## src/core/tol_pkg.sv

```systemverilog
// Constants and helpers for the threshold object logic
//
// Contract
// [RL1] Twelve selectable activation modes choose set, reset and silent transitions.
// [RL2] Exceed modes: set above limit, clear below limit minus hysteresis.
// [RL3] Undershoot modes: set below limit, clear above limit plus hysteresis.
// [RL4] A silent state suppresses change and cyclic sends while it holds.
// [RL5] External 16-bit or 8-bit percent object may replace the limit.
// [RL6] Binary precipitation channel has no external limit and no teaching.
// [RL7] Teach object one captures the last measured value as limit; zero ignored.
// [RL8] Taught limit persists until new limit or download restores default.
// [RL9] Initialisation and every download reload the configured limit.
// [RL10] Rising internal state uses switch-on delay, falling uses switch-off delay.
// [RL11] No delay selected: delayed state follows internal state at once.
// [RL12] Delay timer loads; on expiry delayed state updates and sends.
// [RL13] Internal state reverting before expiry stops timer, no change telegram.
// [RL14] On and off delays per threshold from a fixed list up to an hour.
// [RL15] Send-on-change transmits each delayed state transition both ways.
// [RL16] Recurring active event retransmits even when reverse event is silent.
// [RL17] Supply monitoring fault forces precipitation state and sends it twice.
// [RL18] Cyclic repeat every factor times ten seconds; factor 0 to 120, zero off.
// [RL19] Change sends never alter the cyclic period timing.
// [RL20] Teaching push-button sends one only after a press over three seconds.
// [RL21] Cyclic sends halted by a silent state resume at the opposite state.
// [RL22] Two independent thresholds, each with own hysteresis and mode.
// [RL23] Comparison re-evaluated on every new measured value sample.
package tol_pkg;
    // ------
    // Timing and channel count
    // ------
    localparam int          CLK_PERIOD_NS = 50;
    localparam int          SECOND_NS     = 1000000000;
    localparam int          TICK_CYCLES   = SECOND_NS / CLK_PERIOD_NS;
    localparam int          CYC_UNIT_S    = 10;
    localparam logic [6:0]  CYC_MAX       = 7'd120;
    localparam int          NUM_THR       = 2;
    // ------
    // Register map
    // ------
    localparam logic [5:0]  OFS_CTRL      = 6'h00;
    localparam logic [5:0]  OFS_MEAS      = 6'h04;
    localparam logic [3:0]  OFS_CFG       = 4'h0;
    localparam logic [3:0]  OFS_LIMIT     = 4'h4;
    localparam logic [3:0]  OFS_HYST      = 4'h8;
    localparam logic [3:0]  OFS_STATUS    = 4'hc;
    // ------
    // Field positions
    // ------
    localparam int          CTRL_RELOAD   = 0;
    localparam int          CFG_MODE_LO   = 0;
    localparam int          CFG_EXT_LO    = 4;
    localparam int          CFG_BINARY    = 6;
    localparam int          CFG_SEND_CHG  = 7;
    localparam int          CFG_ON_LO     = 8;
    localparam int          CFG_OFF_LO    = 12;
    localparam int          CFG_CYC_LO    = 16;
    localparam int          CFG_SUP_MON   = 24;
    // ------
    // Reset values and fixed constants
    // ------
    localparam logic [31:0] CFG_RESET     = 32'h0000_0080;
    localparam logic [15:0] LIMIT_RESET   = 16'h8000;
    localparam logic [15:0] HYST_RESET    = 16'h0100;
    localparam logic [15:0] PCT_SCALE     = 16'd655;
    localparam logic [7:0]  PCT_MAX       = 8'd100;
    localparam logic [1:0]  FAULT_SENDS   = 2'd2;
    // ------
    // Limit source selection
    // ------
    typedef enum logic [1:0] {
        TOL_EXT_NONE  = 2'b00,
        TOL_EXT_16    = 2'b01,
        TOL_EXT_8     = 2'b10,
        TOL_EXT_TEACH = 2'b11
    } tol_ext_t;

    // Mode decode: {undershoot, active level, active silent, inactive silent}
    function automatic logic [3:0] tol_mode(input logic [3:0] m);
        logic [3:0] r;
        r = 4'b0100;
        case (m)
            4'd0:    r = 4'b0100;
            4'd1:    r = 4'b0000;
            4'd2:    r = 4'b1100;
            4'd3:    r = 4'b1000;
            4'd4:    r = 4'b0101;
            4'd5:    r = 4'b0001;
            4'd6:    r = 4'b1101;
            4'd7:    r = 4'b1001;
            4'd8:    r = 4'b0110;
            4'd9:    r = 4'b0010;
            4'd10:   r = 4'b1110;
            4'd11:   r = 4'b1010;
            default: r = 4'b0100;
        endcase
        return r;
    endfunction : tol_mode

    // Delay list in seconds, index 0 means no delay
    function automatic logic [11:0] tol_delay_s(input logic [2:0] sel);
        logic [11:0] r;
        r = 12'h000;
        case (sel)
            3'd0:    r = 12'd0;
            3'd1:    r = 12'd1;
            3'd2:    r = 12'd5;
            3'd3:    r = 12'd10;
            3'd4:    r = 12'd30;
            3'd5:    r = 12'd60;
            3'd6:    r = 12'd600;
            3'd7:    r = 12'd3600;
            default: r = 12'd0;
        endcase
        return r;
    endfunction : tol_delay_s
endpackage : tol_pkg

```

## src/core/tol_top.sv

```systemverilog
// Threshold object logic: two thresholds, delays, telegram triggers, register slave
`timescale 1ns/1ps
module tol_top
    import tol_pkg::*;
#(
    parameter int TICK_LEN = TICK_CYCLES
)
(
    // Clock, reset, enable
    input  wire logic                mclk,
    input  wire logic                reset_n,
    input  wire logic                clk_en,
    // Avalon-MM slave
    input  wire logic [5:0]          avs_address,
    input  wire logic                avs_read,
    input  wire logic                avs_write,
    input  wire logic [31:0]         avs_writedata,
    output logic      [31:0]         avs_readdata,
    output logic                     avs_waitrequest,
    // Measured value
    input  wire logic [15:0]         meas_value,
    input  wire logic                meas_valid,
    // Sensor supply pin
    input  wire logic                supply_ok,
    // Limit objects
    input  wire logic [NUM_THR-1:0]  ext16_valid,
    input  wire logic [31:0]         ext16_value,
    input  wire logic [NUM_THR-1:0]  ext8_valid,
    input  wire logic [15:0]         ext8_value,
    input  wire logic [NUM_THR-1:0]  teach_valid,
    input  wire logic [NUM_THR-1:0]  teach_value,
    // Threshold object telegrams
    output logic      [NUM_THR-1:0]  tx_valid,
    output logic      [NUM_THR-1:0]  threshold_level
);
    // ------
    // Reset release and pin synchroniser
    // ------
    logic       rst_meta;
    logic       rst_n;
    logic       sup_meta;
    logic       sup_sync;

    always_ff @(posedge mclk or negedge reset_n) begin
        if (!reset_n) begin
            rst_meta <= 1'b0;
            rst_n    <= 1'b0;
        end else begin
            rst_meta <= 1'b1;
            rst_n    <= rst_meta;
        end
    end

    always_ff @(posedge mclk or negedge rst_n) begin
        if (!rst_n) begin
            sup_meta <= 1'b1;
            sup_sync <= 1'b1;
        end else if (clk_en) begin
            sup_meta <= supply_ok;
            sup_sync <= sup_meta;
        end
    end

    // ------
    // Seconds timebase
    // ------
    logic [31:0] pre_cnt;
    logic        tick;

    always_ff @(posedge mclk or negedge rst_n) begin
        if (!rst_n) begin
            pre_cnt <= 32'h0;
            tick    <= 1'b0;
        end else if (clk_en) begin
            tick <= 1'b0;
            if (pre_cnt >= 32'(TICK_LEN - 1)) begin
                pre_cnt <= 32'h0;
                tick    <= 1'b1;
            end else begin
                pre_cnt <= pre_cnt + 32'd1;
            end
        end
    end

    // ------
    // Last measured value
    // ------
    logic [15:0] last_meas;

    always_ff @(posedge mclk or negedge rst_n) begin
        if (!rst_n) begin
            last_meas <= 16'h0000;
        end else if (clk_en && meas_valid) begin
            last_meas <= meas_value;
        end
    end

    // ------
    // Bus slave
    // ------
    logic        ack;
    logic        wr_go;
    logic        reload;
    logic [31:0] cfg    [NUM_THR];
    logic [15:0] lim    [NUM_THR];
    logic [15:0] hyst   [NUM_THR];
    logic [31:0] status [NUM_THR];

    assign avs_waitrequest = (avs_read || avs_write) && !ack;
    assign wr_go           = clk_en && avs_write && ack;
    assign reload          = wr_go && avs_address == OFS_CTRL && avs_writedata[CTRL_RELOAD];

    function automatic int ch_of(input logic [5:0] a);
        int r;
        r = -1;
        for (int i = 0; i < NUM_THR; i++) begin
            if (a[5:4] == 2'(i + 1)) begin
                r = i;
            end
        end
        return r;
    endfunction : ch_of

    always_ff @(posedge mclk or negedge rst_n) begin
        if (!rst_n) begin
            ack <= 1'b0;
        end else if (clk_en) begin
            ack <= (avs_read || avs_write) && !ack;
        end
    end

    always_ff @(posedge mclk or negedge rst_n) begin
        if (!rst_n) begin
            avs_readdata <= 32'h0;
        end else if (clk_en && avs_read && !ack) begin
            avs_readdata <= 32'h0;
            if (avs_address == OFS_MEAS) begin
                avs_readdata <= {16'h0000, last_meas};
            end
            for (int i = 0; i < NUM_THR; i++) begin
                if (ch_of(avs_address) == i) begin
                    case (avs_address[3:0])
                        OFS_CFG:    avs_readdata <= cfg[i];
                        OFS_LIMIT:  avs_readdata <= {16'h0000, lim[i]};
                        OFS_HYST:   avs_readdata <= {16'h0000, hyst[i]};
                        OFS_STATUS: avs_readdata <= status[i];
                        default:    avs_readdata <= 32'h0;
                    endcase
                end
            end
        end
    end

    // ------
    // Threshold channels
    // ------
    for (genvar g = 0; g < NUM_THR; g++) begin : g_thr // RL22
        logic [3:0]  md;
        logic        binary;
        logic        fault;
        logic        fault_q;
        logic [1:0]  fault_cnt;
        logic [15:0] act_lim;
        logic        active;
        logic        obj;
        logic        obj_q;
        logic        delayed;
        logic        delayed_q;
        logic        silent;
        logic [11:0] dly_s;
        logic        dly_load;
        logic        dly_stop;
        logic        dly_busy;
        logic        dly_exp;
        logic        cyc_fire;
        logic [16:0] lim_hi;
        logic [15:0] lim_lo;
        logic [7:0]  pct;
        tol_ext_t    ext;

        assign binary = cfg[g][CFG_BINARY];
        assign md     = binary ? 4'b0100 : tol_mode(cfg[g][CFG_MODE_LO +: 4]); // RL1
        assign ext    = tol_ext_t'(cfg[g][CFG_EXT_LO +: 2]);
        assign fault  = binary && cfg[g][CFG_SUP_MON] && !sup_sync;
        assign lim_hi = {1'b0, act_lim} + {1'b0, hyst[g]};
        assign lim_lo = (act_lim > hyst[g]) ? act_lim - hyst[g] : 16'h0000;
        assign pct    = (ext8_value[g*8 +: 8] > PCT_MAX) ? PCT_MAX : ext8_value[g*8 +: 8];
        assign obj    = md[2] ? active : !active;
        assign silent = (delayed == md[2]) ? md[1] : md[0]; // RL4 RL21
        assign status[g] = {12'h000, dly_busy, silent, delayed, obj, act_lim};

        // Configuration registers
        always_ff @(posedge mclk or negedge rst_n) begin
            if (!rst_n) begin
                cfg[g]  <= CFG_RESET;
                lim[g]  <= LIMIT_RESET;
                hyst[g] <= HYST_RESET;
            end else if (wr_go && ch_of(avs_address) == g) begin
                case (avs_address[3:0])
                    OFS_CFG:   cfg[g]  <= avs_writedata;
                    OFS_LIMIT: lim[g]  <= avs_writedata[15:0];
                    OFS_HYST:  hyst[g] <= avs_writedata[15:0];
                    default:   cfg[g]  <= cfg[g];
                endcase
            end
        end

        // Active limit source
        always_ff @(posedge mclk or negedge rst_n) begin
            if (!rst_n) begin
                act_lim <= LIMIT_RESET; // RL9
            end else if (clk_en) begin
                if (reload) begin
                    act_lim <= lim[g]; // RL9 RL8
                end else if (!binary) begin // RL6
                    if (ext == TOL_EXT_16 && ext16_valid[g]) begin
                        act_lim <= ext16_value[g*16 +: 16]; // RL5
                    end else if (ext == TOL_EXT_8 && ext8_valid[g]) begin
                        act_lim <= 16'(pct * PCT_SCALE); // RL5
                    end else if (ext == TOL_EXT_TEACH && teach_valid[g] && teach_value[g]) begin
                        act_lim <= last_meas; // RL7
                    end
                end
            end
        end

        // Comparison with hysteresis
        always_ff @(posedge mclk or negedge rst_n) begin
            if (!rst_n) begin
                active <= 1'b0;
            end else if (clk_en && meas_valid) begin // RL23
                if (binary) begin
                    active <= meas_value[0];
                end else if (!md[3]) begin
                    if (!active && meas_value > act_lim) begin
                        active <= 1'b1; // RL2
                    end else if (active && meas_value < lim_lo) begin
                        active <= 1'b0; // RL2
                    end
                end else begin
                    if (!active && meas_value < act_lim) begin
                        active <= 1'b1; // RL3
                    end else if (active && {1'b0, meas_value} > lim_hi) begin
                        active <= 1'b0; // RL3
                    end
                end
            end
        end

        // Delay selection and timer control
        assign dly_s    = obj ? tol_delay_s(cfg[g][CFG_ON_LO +: 3])
                              : tol_delay_s(cfg[g][CFG_OFF_LO +: 3]); // RL10 RL14
        assign dly_load = (obj != obj_q) && (obj != delayed) && dly_s != 12'd0 && !fault; // RL12
        assign dly_stop = (obj != obj_q) && (obj == delayed) || fault; // RL13

        tol_delay u_delay (
            .mclk   (mclk),
            .rst_n  (rst_n),
            .clk_en (clk_en),
            .tick   (tick),
            .load   (dly_load),
            .secs   (dly_s),
            .stop   (dly_stop),
            .busy   (dly_busy),
            .expire (dly_exp)
        );

        tol_cycle u_cycle (
            .mclk   (mclk),
            .rst_n  (rst_n),
            .clk_en (clk_en),
            .tick   (tick),
            .factor (cfg[g][CFG_CYC_LO +: 7]),
            .fire   (cyc_fire)
        );

        // Delayed state
        always_ff @(posedge mclk or negedge rst_n) begin
            if (!rst_n) begin
                obj_q     <= 1'b0;
                delayed   <= 1'b0;
                delayed_q <= 1'b0;
                fault_q   <= 1'b0;
            end else if (clk_en) begin
                obj_q     <= obj;
                delayed_q <= delayed;
                fault_q   <= fault;
                if (fault) begin
                    delayed <= 1'b1; // RL17
                end else if (obj != obj_q && obj != delayed && dly_s == 12'd0) begin
                    delayed <= obj; // RL11
                end else if (dly_exp && !dly_stop) begin
                    delayed <= obj; // RL12
                end
            end
        end

        // Telegram triggers
        always_ff @(posedge mclk or negedge rst_n) begin
            if (!rst_n) begin
                fault_cnt          <= 2'd0;
                tx_valid[g]        <= 1'b0;
                threshold_level[g] <= 1'b0;
            end else if (clk_en) begin
                tx_valid[g]        <= 1'b0;
                threshold_level[g] <= delayed;
                if (fault && !fault_q) begin
                    fault_cnt <= FAULT_SENDS; // RL17
                end else if (fault_cnt != 2'd0) begin
                    fault_cnt   <= fault_cnt - 2'd1;
                    tx_valid[g] <= 1'b1; // RL17
                end else if (!silent) begin // RL4
                    if (delayed != delayed_q && cfg[g][CFG_SEND_CHG]) begin
                        tx_valid[g] <= 1'b1; // RL15 RL16
                    end else if (cyc_fire) begin
                        tx_valid[g] <= 1'b1; // RL18 RL19
                    end
                end
            end
        end
    end
endmodule : tol_top

```

## src/core/tol_delay.sv

```systemverilog
// Delay timer
`timescale 1ns/1ps
module tol_delay
    import tol_pkg::*;
(
    // Clock and reset
    input  wire logic        mclk,
    input  wire logic        rst_n,
    input  wire logic        clk_en,
    // Timebase
    input  wire logic        tick,
    // Control
    input  wire logic        load,
    input  wire logic [11:0] secs,
    input  wire logic        stop,
    // Status
    output logic             busy,
    output logic             expire
);
    logic [11:0] remain;

    always_ff @(posedge mclk or negedge rst_n) begin
        if (!rst_n) begin
            remain <= 12'h000;
            busy   <= 1'b0;
            expire <= 1'b0;
        end else if (clk_en) begin
            expire <= 1'b0;
            if (stop) begin
                busy <= 1'b0;
            end else if (load) begin
                remain <= secs;
                busy   <= 1'b1;
            end else if (busy && tick) begin
                if (remain <= 12'd1) begin
                    busy   <= 1'b0;
                    expire <= 1'b1;
                end else begin
                    remain <= remain - 12'd1;
                end
            end
        end
    end
endmodule : tol_delay

```

## src/core/tol_cycle.sv

```systemverilog
// Cyclic send timer
`timescale 1ns/1ps
module tol_cycle
    import tol_pkg::*;
(
    // Clock and reset
    input  wire logic        mclk,
    input  wire logic        rst_n,
    input  wire logic        clk_en,
    // Timebase and setting
    input  wire logic        tick,
    input  wire logic [6:0]  factor,
    // Event
    output logic             fire
);
    localparam logic [3:0] UNIT_LAST = 4'(CYC_UNIT_S - 1);
    logic [3:0] sec_cnt;
    logic [6:0] unit_cnt;

    always_ff @(posedge mclk or negedge rst_n) begin
        if (!rst_n) begin
            sec_cnt  <= 4'h0;
            unit_cnt <= 7'h00;
            fire     <= 1'b0;
        end else if (clk_en) begin
            fire <= 1'b0;
            if (factor == 7'd0 || factor > CYC_MAX) begin // RL18
                sec_cnt  <= 4'h0;
                unit_cnt <= 7'h00;
            end else if (tick) begin
                if (sec_cnt == UNIT_LAST) begin
                    sec_cnt <= 4'h0;
                    if (unit_cnt + 7'd1 >= factor) begin
                        unit_cnt <= 7'h00;
                        fire     <= 1'b1; // RL18
                    end else begin
                        unit_cnt <= unit_cnt + 7'd1;
                    end
                end else begin
                    sec_cnt <= sec_cnt + 4'd1;
                end
            end
        end
    end
endmodule : tol_cycle

```

## config.mk

```make
export PLATFORM = sky130hd
export DESIGN_NAME = tol_top
export DESIGN_NICKNAME = d
export VERILOG_FILES = /design/src/core/tol_pkg.sv /design/src/core/tol_top.sv /design/src/core/tol_delay.sv /design/src/core/tol_cycle.sv
export SDC_FILE = /design/constraint.sdc
export NUM_CORES = 1
export LEC_CHECK = 0
export ABC_AREA = 1
export CAP_MARGIN = 20
export CORE_MARGIN = 8
export CORE_UTILIZATION = 48
export DETAILED_ROUTE_END_ITERATION = 8
export DONT_BUFFER_PORTS = 1
export RECOVER_POWER = 100
export SKIP_CTS_REPAIR_TIMING = 1
export SLEW_MARGIN = 20
export SYNTH_ARGS = -nofsm -noshare
export SYNTH_HDL_FRONTEND = slang
export SYNTH_HIERARCHICAL = 1
export SYNTH_SLANG_ARGS = --single-unit
export TNS_END_PERCENT = 100
```

## constraint.sdc

```tcl
create_clock -name mclk -period 14 [get_ports mclk]
set_input_delay 2.8 -clock mclk [delete_from_list [all_inputs] [get_ports mclk]]
set_output_delay 2.8 -clock mclk [all_outputs]
set_load 0.1 [all_outputs]
```

**Yosys cells after proc, flatten, opt, wreduce, memory -nomap -nowiden**

Memories as Yosys holds them, arrays and structs flattened.
Index checks and enable logic that the tools add are counted.

- Multiply operators: 2
- Order comparisons: 19
- Add/sub/neg operators: 13
- Bitwise logic cells: 2
- Muxes and demuxes: 108
- Reduce and logical (&&, ||, !) cells: 115
- Equality and inequality tests: 32

Operators by type and width:

| kind | count |
|---|---|
| $pmux 32 s4 | 2 |
| $mux 16 | 13 |
| $mux 32 | 6 |
| $mux 12 | 8 |
| $eq 32x2->1 const B | 2 |
| $gt 16x16->1 | 4 |
| $logic_not 32->1 | 2 |
| $lt 16x16->1 | 4 |
| $mux 1 | 57 |
| $mux 7 | 8 |
| $logic_and 1x1->1 | 48 |
| $add 16x16->17 | 2 |
| $gt 16x17->1 | 2 |
| $add 32x1->32 const B | 1 |
| $ge 32x25->1 const B | 1 |
| $mul 8x10->16 const B | 2 |
| $mux 4 | 8 |
| $sub 16x16->16 | 2 |
| $le 12x1->1 const B | 2 |
| $logic_not 12->1 | 2 |
| $reduce_and 2->1 | 12 |
| $reduce_and 3->1 | 8 |
| $reduce_bool 12->1 | 2 |
| $sub 12x1->12 const B | 2 |
| other kinds (27) | 91 |

- Register bits: 314
- Memories kept: 6
- Memory bits (read-only): 448

Memories:

| memory | words | bits a word | rd ports | clocked after Yosys merged registers in | write ports | line | RTL |
|---|---|---|---|---|---|---|---|
| (name not given) | 8 | 10 | 1 | 0 | 0 | tol_pkg.sv:103 | `case (sel)` |
| (name not given) | 8 | 10 | 1 | 0 | 0 | tol_pkg.sv:103 |  |
| (name not given) | 8 | 10 | 1 | 0 | 0 | tol_pkg.sv:103 |  |
| (name not given) | 8 | 10 | 1 | 0 | 0 | tol_pkg.sv:103 |  |
| (name not given) | 16 | 4 | 1 | 0 | 0 | tol_pkg.sv:81 | `case (m)` |
| (name not given) | 16 | 4 | 1 | 0 | 0 | tol_pkg.sv:81 |  |

**Depth between registers and ports, before layout**

Gate-level depths: netlist (run 1).
An unclocked memory read counts as a cell.

- Depth in word-level cells: 11
- Depth in mapped cells: 28
- Depth with buffers taken out: 27

**Modules after synthesis**

The synthesis (run 1) kept the hierarchy.

By module, submodules not included:

| module | cells each | times used | seq. area each (µm²) | area each (µm²) |
|---|---|---|---|---|
| tol_top | 2772 | 1 | 6568.8 | 21259.1 |
| tol_cycle | 170 | 2 | 300.3 | 1159.9 |
| tol_delay | 159 | 2 | 350.3 | 1038.5 |

**Worst setup path after synthesis (run 1)**

No wires, ideal clock.

- Kind: input to register
- From: input ext8_value[8]
- To: register g_thr[1].act_lim[13]
- Stages: 20
- Path buffers: 0
- Setup slack: 7017 ps
- Data arrival time: 6900 ps
- Path through: o21ai_0 nand3_1 nand3_1 nand2_1 nor2_1 fa_1 fa_1 inv_1 fa_1 fa_1 ha_1 a21oi_1 o21ai_0 o21bai_1 a21oi_1 or2_2 nand3_1 o211ai_1 a21o_1 o21ai_0

- Cells in the longest elaborated chain, start to end: 7

RTL lines:

| item | line | RTL |
|---|---|---|
| from (decl) | tol_top.sv:29 | `input wire logic [15:0] ext8_value,` |
| $gt 8x7->1 | tol_top.sv:187 | `assign pct = (ext8_value[g*8 +: 8] > PCT_MAX) ? PCT_MAX : ext8_value[g*8 +: 8];` |
| $mux 8 (*) | tol_top.sv:187 |  |
| $mul 8x10->16 (*) | tol_top.sv:219 | `act_lim <= 16'(pct * PCT_SCALE);` |
| $mux 16 (*) | tol_top.sv:218 | `end else if (ext == TOL_EXT_8 && ext8_valid[g]) begin` |
| $mux 16 (*) | tol_top.sv:216 | `if (ext == TOL_EXT_16 && ext16_valid[g]) begin` |
| $mux 16 (*) | tol_top.sv:215 | `end else if (!binary) begin` |
| $mux 16 (*) | tol_top.sv:213 | `if (reload) begin` |
| to (signal assigned) | tol_top.sv:214 | `act_lim <= lim[g];` |
| to (signal assigned) | tol_top.sv:217 | `act_lim <= ext16_value[g*16 +: 16];` |
| to (signal assigned) | tol_top.sv:219 |  |
| to (decl) | tol_top.sv:163 | `logic [15:0] act_lim;` |

Mark *: on every way between the ends. The rest lies on a longest branch, timed or not. The select of a mux whose other input is x is not followed.
A chain may end at the register's enable or synchronous reset.

**Worst setup path after layout (run 1)**

- From: input avs_address[1]
- To: register g_thr[0].act_lim[0]

- Cells in the longest elaborated chain, start to end: 5
- Elaborated cells on any way between the ends: 7
- Those cells by class: 1 x eq/ne; 1 x mux; 5 x reduce/logical

RTL lines:

| item | line | RTL |
|---|---|---|
| from (decl) | tol_top.sv:14 | `input wire logic [5:0] avs_address,` |
| $logic_not 6->1 (*) | tol_top.sv:111 | `assign reload = wr_go && avs_address == OFS_CTRL && avs_writedata[CTRL_RELOAD];` |
| $logic_and 1x1->1 (*) (2 in a row) | tol_top.sv:111 |  |
| $reduce_bool 4->1 (no source line) or $ne 2x2->1 (tied branches) | -- |  |
| $reduce_and 3->1 (no source line) | -- |  |
| to (signal assigned) | tol_top.sv:214 |  |
| to (signal assigned) | tol_top.sv:217 |  |
| to (signal assigned) | tol_top.sv:219 |  |
| to (decl) | tol_top.sv:163 |  |

Mark *: on every way between the ends. The rest lies on a longest branch, timed or not.

==> insert_results.sql, run 1 <==
INSERT INTO impl_metrics (metric_group, metric, value, unit) VALUES
('flow_run', 'drv.max_cap_violation_count', '10', ''),
('hold_path', 'worst_hold_startpoint', 'rst_meta$_DFF_PN0_', ''),
('route', 'top_signal_layer_used', 'met5', ''),
('floorplan', 'dieWidth', '247', 'um'),
('route', 'first_pass_iters', '6', ''),
('hold_path', 'hold_path_class', 'reg2reg', ''),
('timing', 'timing.max_slew.rel_slack', '-116', '%'),
('logic_synthesis', 'yosysMostFrequentCell', 'nand2_1', ''),
('timing', 'finalHoldViolCount', '0', ''),
('route', 'vias', '23400', ''),
('worst_setup_path', 'timing.critical_path.fanout_max', '55', ''),
('finish', 'finish.instance_area', '0.0273', 'sq mm'),
('logic_synthesis', 'postSynth.asyncResetShare', '100', '%'),
('logic_synthesis', 'synthFlopType', 'dfrtp_1', ''),
('logic_synthesis', 'number_of_enable_flip_flop_cells_after_synthesis', '0', ''),
('run_status', 'run_status', 'finished, violations left', ''),
('grt', 'largest_net_degree_at_the_start_of_global_routing', '167', ''),
('route', 'route.met2.wl', '38.7', 'mm'),
('logic_synthesis', 'synth_seq_area_share', '30.7', '%'),
('placement', 'numPortBuffers', '0', ''),
('logic_synthesis', 'synth_cell_types', '73', ''),
('grt', 'vias_in_the_first_global_route', '22700', ''),
('logic_synthesis', 'synthTopCellsByArea', 'dfrtp_1 30%, ha_1 14%, nand2_1 12%, inv_1 6.3%, o21ai_0 5.6%', ''),
('route', 'avgViaCountPerCell', '5.72', ''),
('grt', 'globalRouteOverflowTotal', '0', ''),
('worst_setup_path', 'delay_contributed_by_the_slowest_stage_of_the_critical_path', '2.28', 'ns'),
('power', 'seq_power_share', '31.4', '%'),
('worst_setup_path', 'timing.critical_path.to_type', 'flop', ''),
('timing', 'slew_violations', '469', ''),
('worst_setup_path', 'timing_worst_setup_path_type', 'in2reg', ''),
('placement', 'gp_weighted_congestion', '0.976', ''),
('clock_network', 'worst_setup_hold_path_clk_slew', '0.06', 'ns'),
('logic_synthesis', 'synthesis.instances', '3430', ''),
('power', 'p_sw_share', '45.0', '%'),
('worst_setup_path', 'critical_path.reg2reg.startpoint', 'rst_n$_DFF_PN0_', ''),
('power', 'switching_pwr', '1.93', 'mW'),
('run_status', 'failing_checks', 'max-capacitance violations, max-slew violations', ''),
('floorplan', 'die_area', '0.0611', 'sq mm'),
('logic_synthesis', 'synthTopCellsByCount', '797 x nand2_1, 432 x inv_1, 304 x dfrtp_1, 295 x ha_1, 288 x o21ai_0', ''),
('placement', 'worst_setup_slack_after_placement', '6.61', 'ns'),
('worst_setup_path', 'worstSetupStartpointType', 'input port', ''),
('worst_setup_path', 'arrival', '9.04', 'ns'),
('route', 'final_routed_drc_violation_total', '0', ''),
('route', 'route.detailed.wl_per_inst', '21.2', 'um'),
('hold_path', 'hold_depth', '0', ''),
('floorplan', 'pin_count', '154', ''),
('floorplan', 'core', '0.0527', 'sq mm'),
('worst_setup_path', 'cp_num_buf_inv', '5', ''),
('route', 'detail_route.wirelength', '86.9', 'mm'),
('timing', 'skew', '0.0218', 'ns'),
('placement', 'dpl-instance-area', '0.0262', 'sq mm'),
('grt', 'grt_antenna_before_repair', '5', ''),
('clock_network', 'worst_skew_pair.late_latency', '0.56', 'ns'),
('logic_synthesis', 'yosys.area.top_type_share', '29.7', '%'),
('route', 'drt-met1-wl', '37.6', 'mm'),
('timing', 'finalSetupViolCount', '0', ''),
('clock_network', 'htree_levels', '2', ''),
('logic_synthesis', 'synth_largest_area_cell', 'dfrtp_1', ''),
('worst_setup_path', 'reg2reg_depth', '2', ''),
('placement', 'detailedPlacementHpwl', '66.3', 'mm'),
('floorplan', 'dieHeight', '247', 'um'),
('worst_setup_path', 'crit_chain', 'nor2_1 > inv_1 > nor3_4 > clkbuf_1 > nand2_2 > clkbuf_1 > a21oi_2 > clkbuf_1 > inv_1 > a21oi_1 > o21ai_0 > o21ai_0', ''),
('floorplan', 'initial_utilization', '48.7', '%'),
('power', 'power.leakage', '13.7', 'nW'),
('logic_synthesis', 'syn-cell-area', '0.0257', 'sq mm'),
('timing', 'setup_total_neg_slack', '0', 'ns'),
('grt', 'grt_pass1_wl', '133', 'mm'),
('power', 'intPower', '2.35', 'mW'),
('clock_network', 'root_buffer_cell', 'clkbuf_16', ''),
('worst_setup_path', 'worst_path_dominant_cell_family', 'buffers and inverters', ''),
('finish', 'fillers', '5214', '');
logic make-up after synthesis:
kind of cell,share of synthesized area (%)
muxes,0.219
buffers and inverters,8.98
DFF,30.7
other,0.0293
and+or+nand+nor,23.7
xor gates and xnor gates,2.53
AOI/OAI and AO/OA,17.0
adders and majority gates,16.9
cells in the final DEF, fill, tap and decap left out, types with 34 or more instances in the layout:
| master | n |
|---|---|
| nand2_1 | 807 |
| inv_1 | 440 |
| o21ai_0 | 305 |
| dfrtp_1 | 304 |
| ha_1 | 295 |
| nor2_1 | 232 |
| a21oi_1 | 200 |
| nand3_1 | 175 |
| xor2_1 | 63 |
| o22ai_1 | 48 |
| clkbuf_16 | 39 |
| a221oi_1 | 34 |
final cells by class:
| cell class | count | share of cell area [%] |
|---|---|---|
| inverters | 470 | 6.48 |
| well taps | 688 | 3.15 |
| flip-flops and latches | 314 | 28.8 |
| multi-input cells | 2544 | 56.5 |
| clock buffers | 54 | 4.04 |
| clock inverters | 14 | 0.770 |
| repair buffers | 15 | 0.279 |
state kept, by name, summed over array words and instances (netlist names), 2 cells and up:
register,count
cfg,64
avs_readdata,32
g_thr.act_lim,32
hyst,32
lim,32
pre_cnt,32
g_thr.u_delay/remain,24
last_meas,16
g_thr.u_cycle/unit_cnt,14
g_thr.u_cycle/sec_cnt,8
g_thr.fault_cnt,4
g_thr.active,2
g_thr.delayed,2
g_thr.fault_q,2
g_thr.obj_q,2
g_thr.u_cycle/fire,2
g_thr.u_delay/busy,2
g_thr.u_delay/expire,2
threshold_level,2
tx_valid,2
per-layer routing:
layer | global-route usage, % | vias up
met4 | 9.56 | 6
li1 | - | 11300
met2 | 44.8 | 820
met1 | 37.4 | 11200
met5 | 0 | -
met3 | 6.28 | 156
worst max path at each step:
stage	startpoint	to	slack, ns	cells past startpoint
after global routing	avs_address[1]	cfg[55]$_DFFE_PN0P_	5.22	6
after detailed placement	ext8_value[8]	g_thr[1].act_lim[13]$_DFFE_PN0P_	6.61	20
after CTS	ext8_value[8]	g_thr[1].act_lim[12]$_DFFE_PN0P_	7.21	21
final	avs_address[1]	g_thr[0].act_lim[0]$_DFFE_PN0P_	5.41	12
after floorplan	rst_n$_DFF_PN0_	ack$_DFFE_PN0P_	4.62	0
after global placement	ext8_value[0]	g_thr[0].act_lim[13]$_DFFE_PN0P_	6.70	21
power by group through the flow:
stage	logic [mW]	clock network [mW]	registers, mW
final	1.89	1.05	1.35
after global routing	2.16	1.10	1.36
after CTS	1.89	1.07	1.34
after detailed placement	1.88	0	1.35
after global placement	1.84	0	1.35
after floorplan	1.46	0	1.27
stage by stage:
step	hold slack [ns]	power, mW	utilization (%)	instances
3_3_place_gp	0.344	3.19	49.7	4030
3_5_place_dp	0.340	3.23	49.7	4030
2_1_floorplan	0.331	2.73	-	3443
4_1_cts	0.351	4.30	52.2	4098
6_report	0.353	4.28	51.9	4099
5_1_grt	0.364	4.62	51.9	4099
Note: power is estimated with default switching activity, not from simulation.
==> inputs of run 2 (changes only) <==
Settings changed: PLACE_DENSITY set to 0.65.
Clock period 14 ns to 7.9 ns, I/O delays scaled along.
==> run 2 against run 1 <==
Compared with the run above: the run still ends with max-capacitance violations, max-slew violations left; critical path type unchanged; clock skew is essentially flat; final cell count about the same; clock power grew 78%; clock-buffer cell count decreased by 10; die area is the same; register-to-register slack worse by 5.7 ns; combinational power grew 81%; sequential share of layout area hardly changed; power rose by 79%; critical path depth decreased by 4; worst setup slack worse by 4.2 ns; largest power group unchanged.
==> insert_results.sql, run 2 (same netlist as run 1, synthesis figures left out) <==
INSERT INTO impl_metrics (metric_group, metric, value, unit) VALUES
('run_status', 'run_status', 'finished, violations left', ''),
('run_status', 'failing_checks', 'max-capacitance violations, max-slew violations', ''),
('grt', 'largest_net_degree_at_the_start_of_global_routing', '144', ''),
('grt', 'grt_usage', '29.1', '%'),
('worst_setup_path', 'timing.critical_path.from', 'avs_address[1]', ''),
('clock_network', 'worst_skew_pair.late_latency', '0.57', 'ns'),
('timing', 'timing.max_slew.rel_slack', '-148', '%'),
('worst_setup_path', 'arrival', '7.12', 'ns'),
('timing', 'clock.fmax', '149', 'MHz'),
('hold_path', 'worst_hold_startpoint', 'rst_meta$_DFF_PN0_', ''),
('floorplan', 'core', '0.0527', 'sq mm'),
('finish', 'registers.top_by_ff_count', 'cfg', ''),
('route', 'detail_route.iter0.violations', '2275', ''),
('hold_path', 'hold_path_class', 'reg2reg', ''),
('route', 'final_routed_drc_violation_total', '0', ''),
('route', 'vias', '23500', ''),
('clock_network', 'tritoncts_clock_tree', 'built', ''),
('timing', 'finalSetupViolCount', '0', ''),
('placement', 'gp_weighted_congestion', '0.994', ''),
('timing', 'holdWs', '0.350', 'ns'),
('worst_setup_path', 'slowest_stage', 'clkbuf_1', ''),
('clock_network', 'worst_setup_hold_path_clk_slew', '0.05', 'ns'),
('finish', 'post_route_cells_drive_above_1_share', '5.67', '%'),
('floorplan', 'initial_utilization', '48.7', '%'),
('placement', 'dpl.cell_count', '4029', ''),
('route', 'detail_route.wirelength', '90.4', 'mm'),
('flow_run', 'drv.max_cap_violation_count', '10', ''),
('finish', 'instances_no_fill', '4097', ''),
('worst_setup_path', 'timing.critical_path.fanout_max', '53', ''),
('worst_setup_path', 'worst-r2r-setup-slack', '2.30', 'ns'),
('timing', 'finalHoldViolCount', '0', ''),
('grt', 'grt_antenna_before_repair', '8', ''),
('finish', 'largest_reg_flops', '64', ''),
('finish', 'final_net_count', '3824', ''),
('power', 'power.leakage', '13.7', 'nW'),
('clock_network', 'clock_tree.buffer_depth', '3', ''),
('grt', 'vias_in_the_first_global_route', '22900', ''),
('timing', 'timing_worst_slew_pin_value', '3.72', 'ns'),
('worst_setup_path', 'delay_contributed_by_the_slowest_stage_of_the_critical_path', '2.29', 'ns'),
('route', 'first_pass_iters', '8', ''),
('worst_setup_path', 'worstSetupStartpointType', 'input port', ''),
('hold_path', 'holdPathEnd', 'rst_n$_DFF_PN0_', ''),
('power', 'finalPower', '7.68', 'mW'),
('placement', 'numPortBuffers', '0', ''),
('timing', 'finalCriticalPeriod', '6.72', 'ns'),
('power', 'power.ir.vdd_worst', '0.188', 'mV'),
('hold_path', 'hold_depth', '0', ''),
('timing', 'setup_total_neg_slack', '0', 'ns'),
('finish', 'leading_cell_type_in_the_layout_fill_and_taps_excluded', 'nand2_1', ''),
('worst_setup_path', 'worst_path_most_repeated_cell', 'nand2_1', ''),
('route', 'route.antenna.remaining_nets', '0', ''),
('clock_network', 'clock_sink_total', '314', ''),
('finish', 'area_delta_synth_final', '6.54', '%'),
('worst_setup_path', 'reg2reg_depth', '2', ''),
('placement', 'detailedPlacementHpwl', '70.7', 'mm'),
('power', 'power-per-cell-area', '281', 'mW/mm^2'),
('route', 'avgViaCountPerCell', '5.74', ''),
('worst_setup_path', 'timing_worst_setup_path_type', 'in2reg', ''),
('worst_setup_path', 'critical_path.reg2reg.startpoint', 'rst_n$_DFF_PN0_', ''),
('finish', 'final_core_utilization', '51.9', '%'),
('floorplan', 'dieHeight', '247', 'um'),
('timing', 'slew_violations', '480', ''),
('floorplan', 'die_area', '0.0611', 'sq mm'),
('worst_setup_path', 'worst_ep_required_time', '8.31', 'ns'),
('timing', 'skew', '0.0222', 'ns'),
('worst_setup_path', 'timing.critical_path.to_type', 'flop', ''),
('timing', 'setup_repair_after_global_routing_missed_its_margin', 'no', ''),
('worst_setup_path', 'crit_chain', 'nor2_1 > inv_1 > nor3_4 > clkbuf_1 > nand2_1 > buf_4 > nand2_1 > o21ai_0', ''),
('floorplan', 'pin_count', '154', ''),
('floorplan', 'placement_rows', '84', ''),
('clock_network', 'htree_levels', '2', ''),
('grt', 'grt_pass1_wl', '136', 'mm'),
('clock_network', 'numCtsBuffers', '37', ''),
('worst_setup_path', 'worst_r2r_endpoint', 'g_thr[1].u_cycle/unit_cnt[4]$_DFFE_PN0P_', ''),
('clock_network', 'root_buffer_cell', 'clkbuf_16', ''),
('finish', 'leading_cell_types_in_the_layout_fill_and_taps_excluded', '806 x nand2_1, 444 x inv_1, 304 x dfrtp_1, 300 x o21ai_0, 295 x ha_1', ''),
('grt', 'globalRouteOverflowTotal', '0', ''),
('route', 'route.detailed.wl_per_inst', '22.1', 'um'),
('timing', 'fin_crit_sh', '85.0', '%'),
('floorplan', 'dieWidth', '247', 'um');
==> run 2: per-stage QoR <==
step                setup WS (ns)  area [sq um]
finish                       1.18         27300
global route                 1.12         27300
CTS                          2.21         27500
detailed placement           1.63         26200
global placement             1.69         26200
floorplan                    2.14         25700
==> run 2: worst max path at each step <==
stage | end | slack (ns)
CTS | g_thr[1].act_lim[13]$_DFFE_PN0P_ | 2.21
global placement | g_thr[1].act_lim[13]$_DFFE_PN0P_ | 1.69
global route | g_thr[1].u_cycle/unit_cnt[4]$_DFFE_PN0P_ | 1.12
floorplan | g_thr[1].act_lim[13]$_DFFE_PN0P_ | 2.14
detailed placement | g_thr[1].act_lim[13]$_DFFE_PN0P_ | 1.63
finish | cfg[29]$_DFFE_PN0P_ | 1.18
==> run 2: area by class of cell <==
type | count | area (sq um)
sequential | 314 | 7870
clock inverter | 21 | 302
timing repair buffer | 13 | 93.8
inverter | 470 | 1770
antenna | 3 | 7.51
tap | 688 | 861
clock buffer | 44 | 993
fill | 5183 | 25300
multi-input combinational | 2544 | 15400
==> run 2: where the power goes <==
part	leakage (nW)	internal, mW	switching [mW]
combinational	9.01	1.21	2.21
sequential	4.10	1.83	0.567
clock	0.629	1.13	0.737
total	13.7	4.17	3.51
==> run 2: layer usage <==
| layer | share of wire, % | GRT usage [%] | vias to the layer above | wire (um) |
|---|---|---|---|---|
| met1 | 41 | 38.0 | 11100 | 37300 |
| met5 | 0.076 | 0 | - | 69 |
| met4 | 5.0 | 12.8 | 10 | 4540 |
| met3 | 9.4 | 6.65 | 210 | 8480 |
| met2 | 44 | 45.9 | 906 | 40000 |
| li1 | - | - | 11300 | - |
==> run 2: critical path: cells and delay by family <==
kind	cells	cell delay (ns)
AOI/OAI and AO/OA	1	0.09
and+or+nand+nor	4	2.34
buffers and inverters	3	3.08
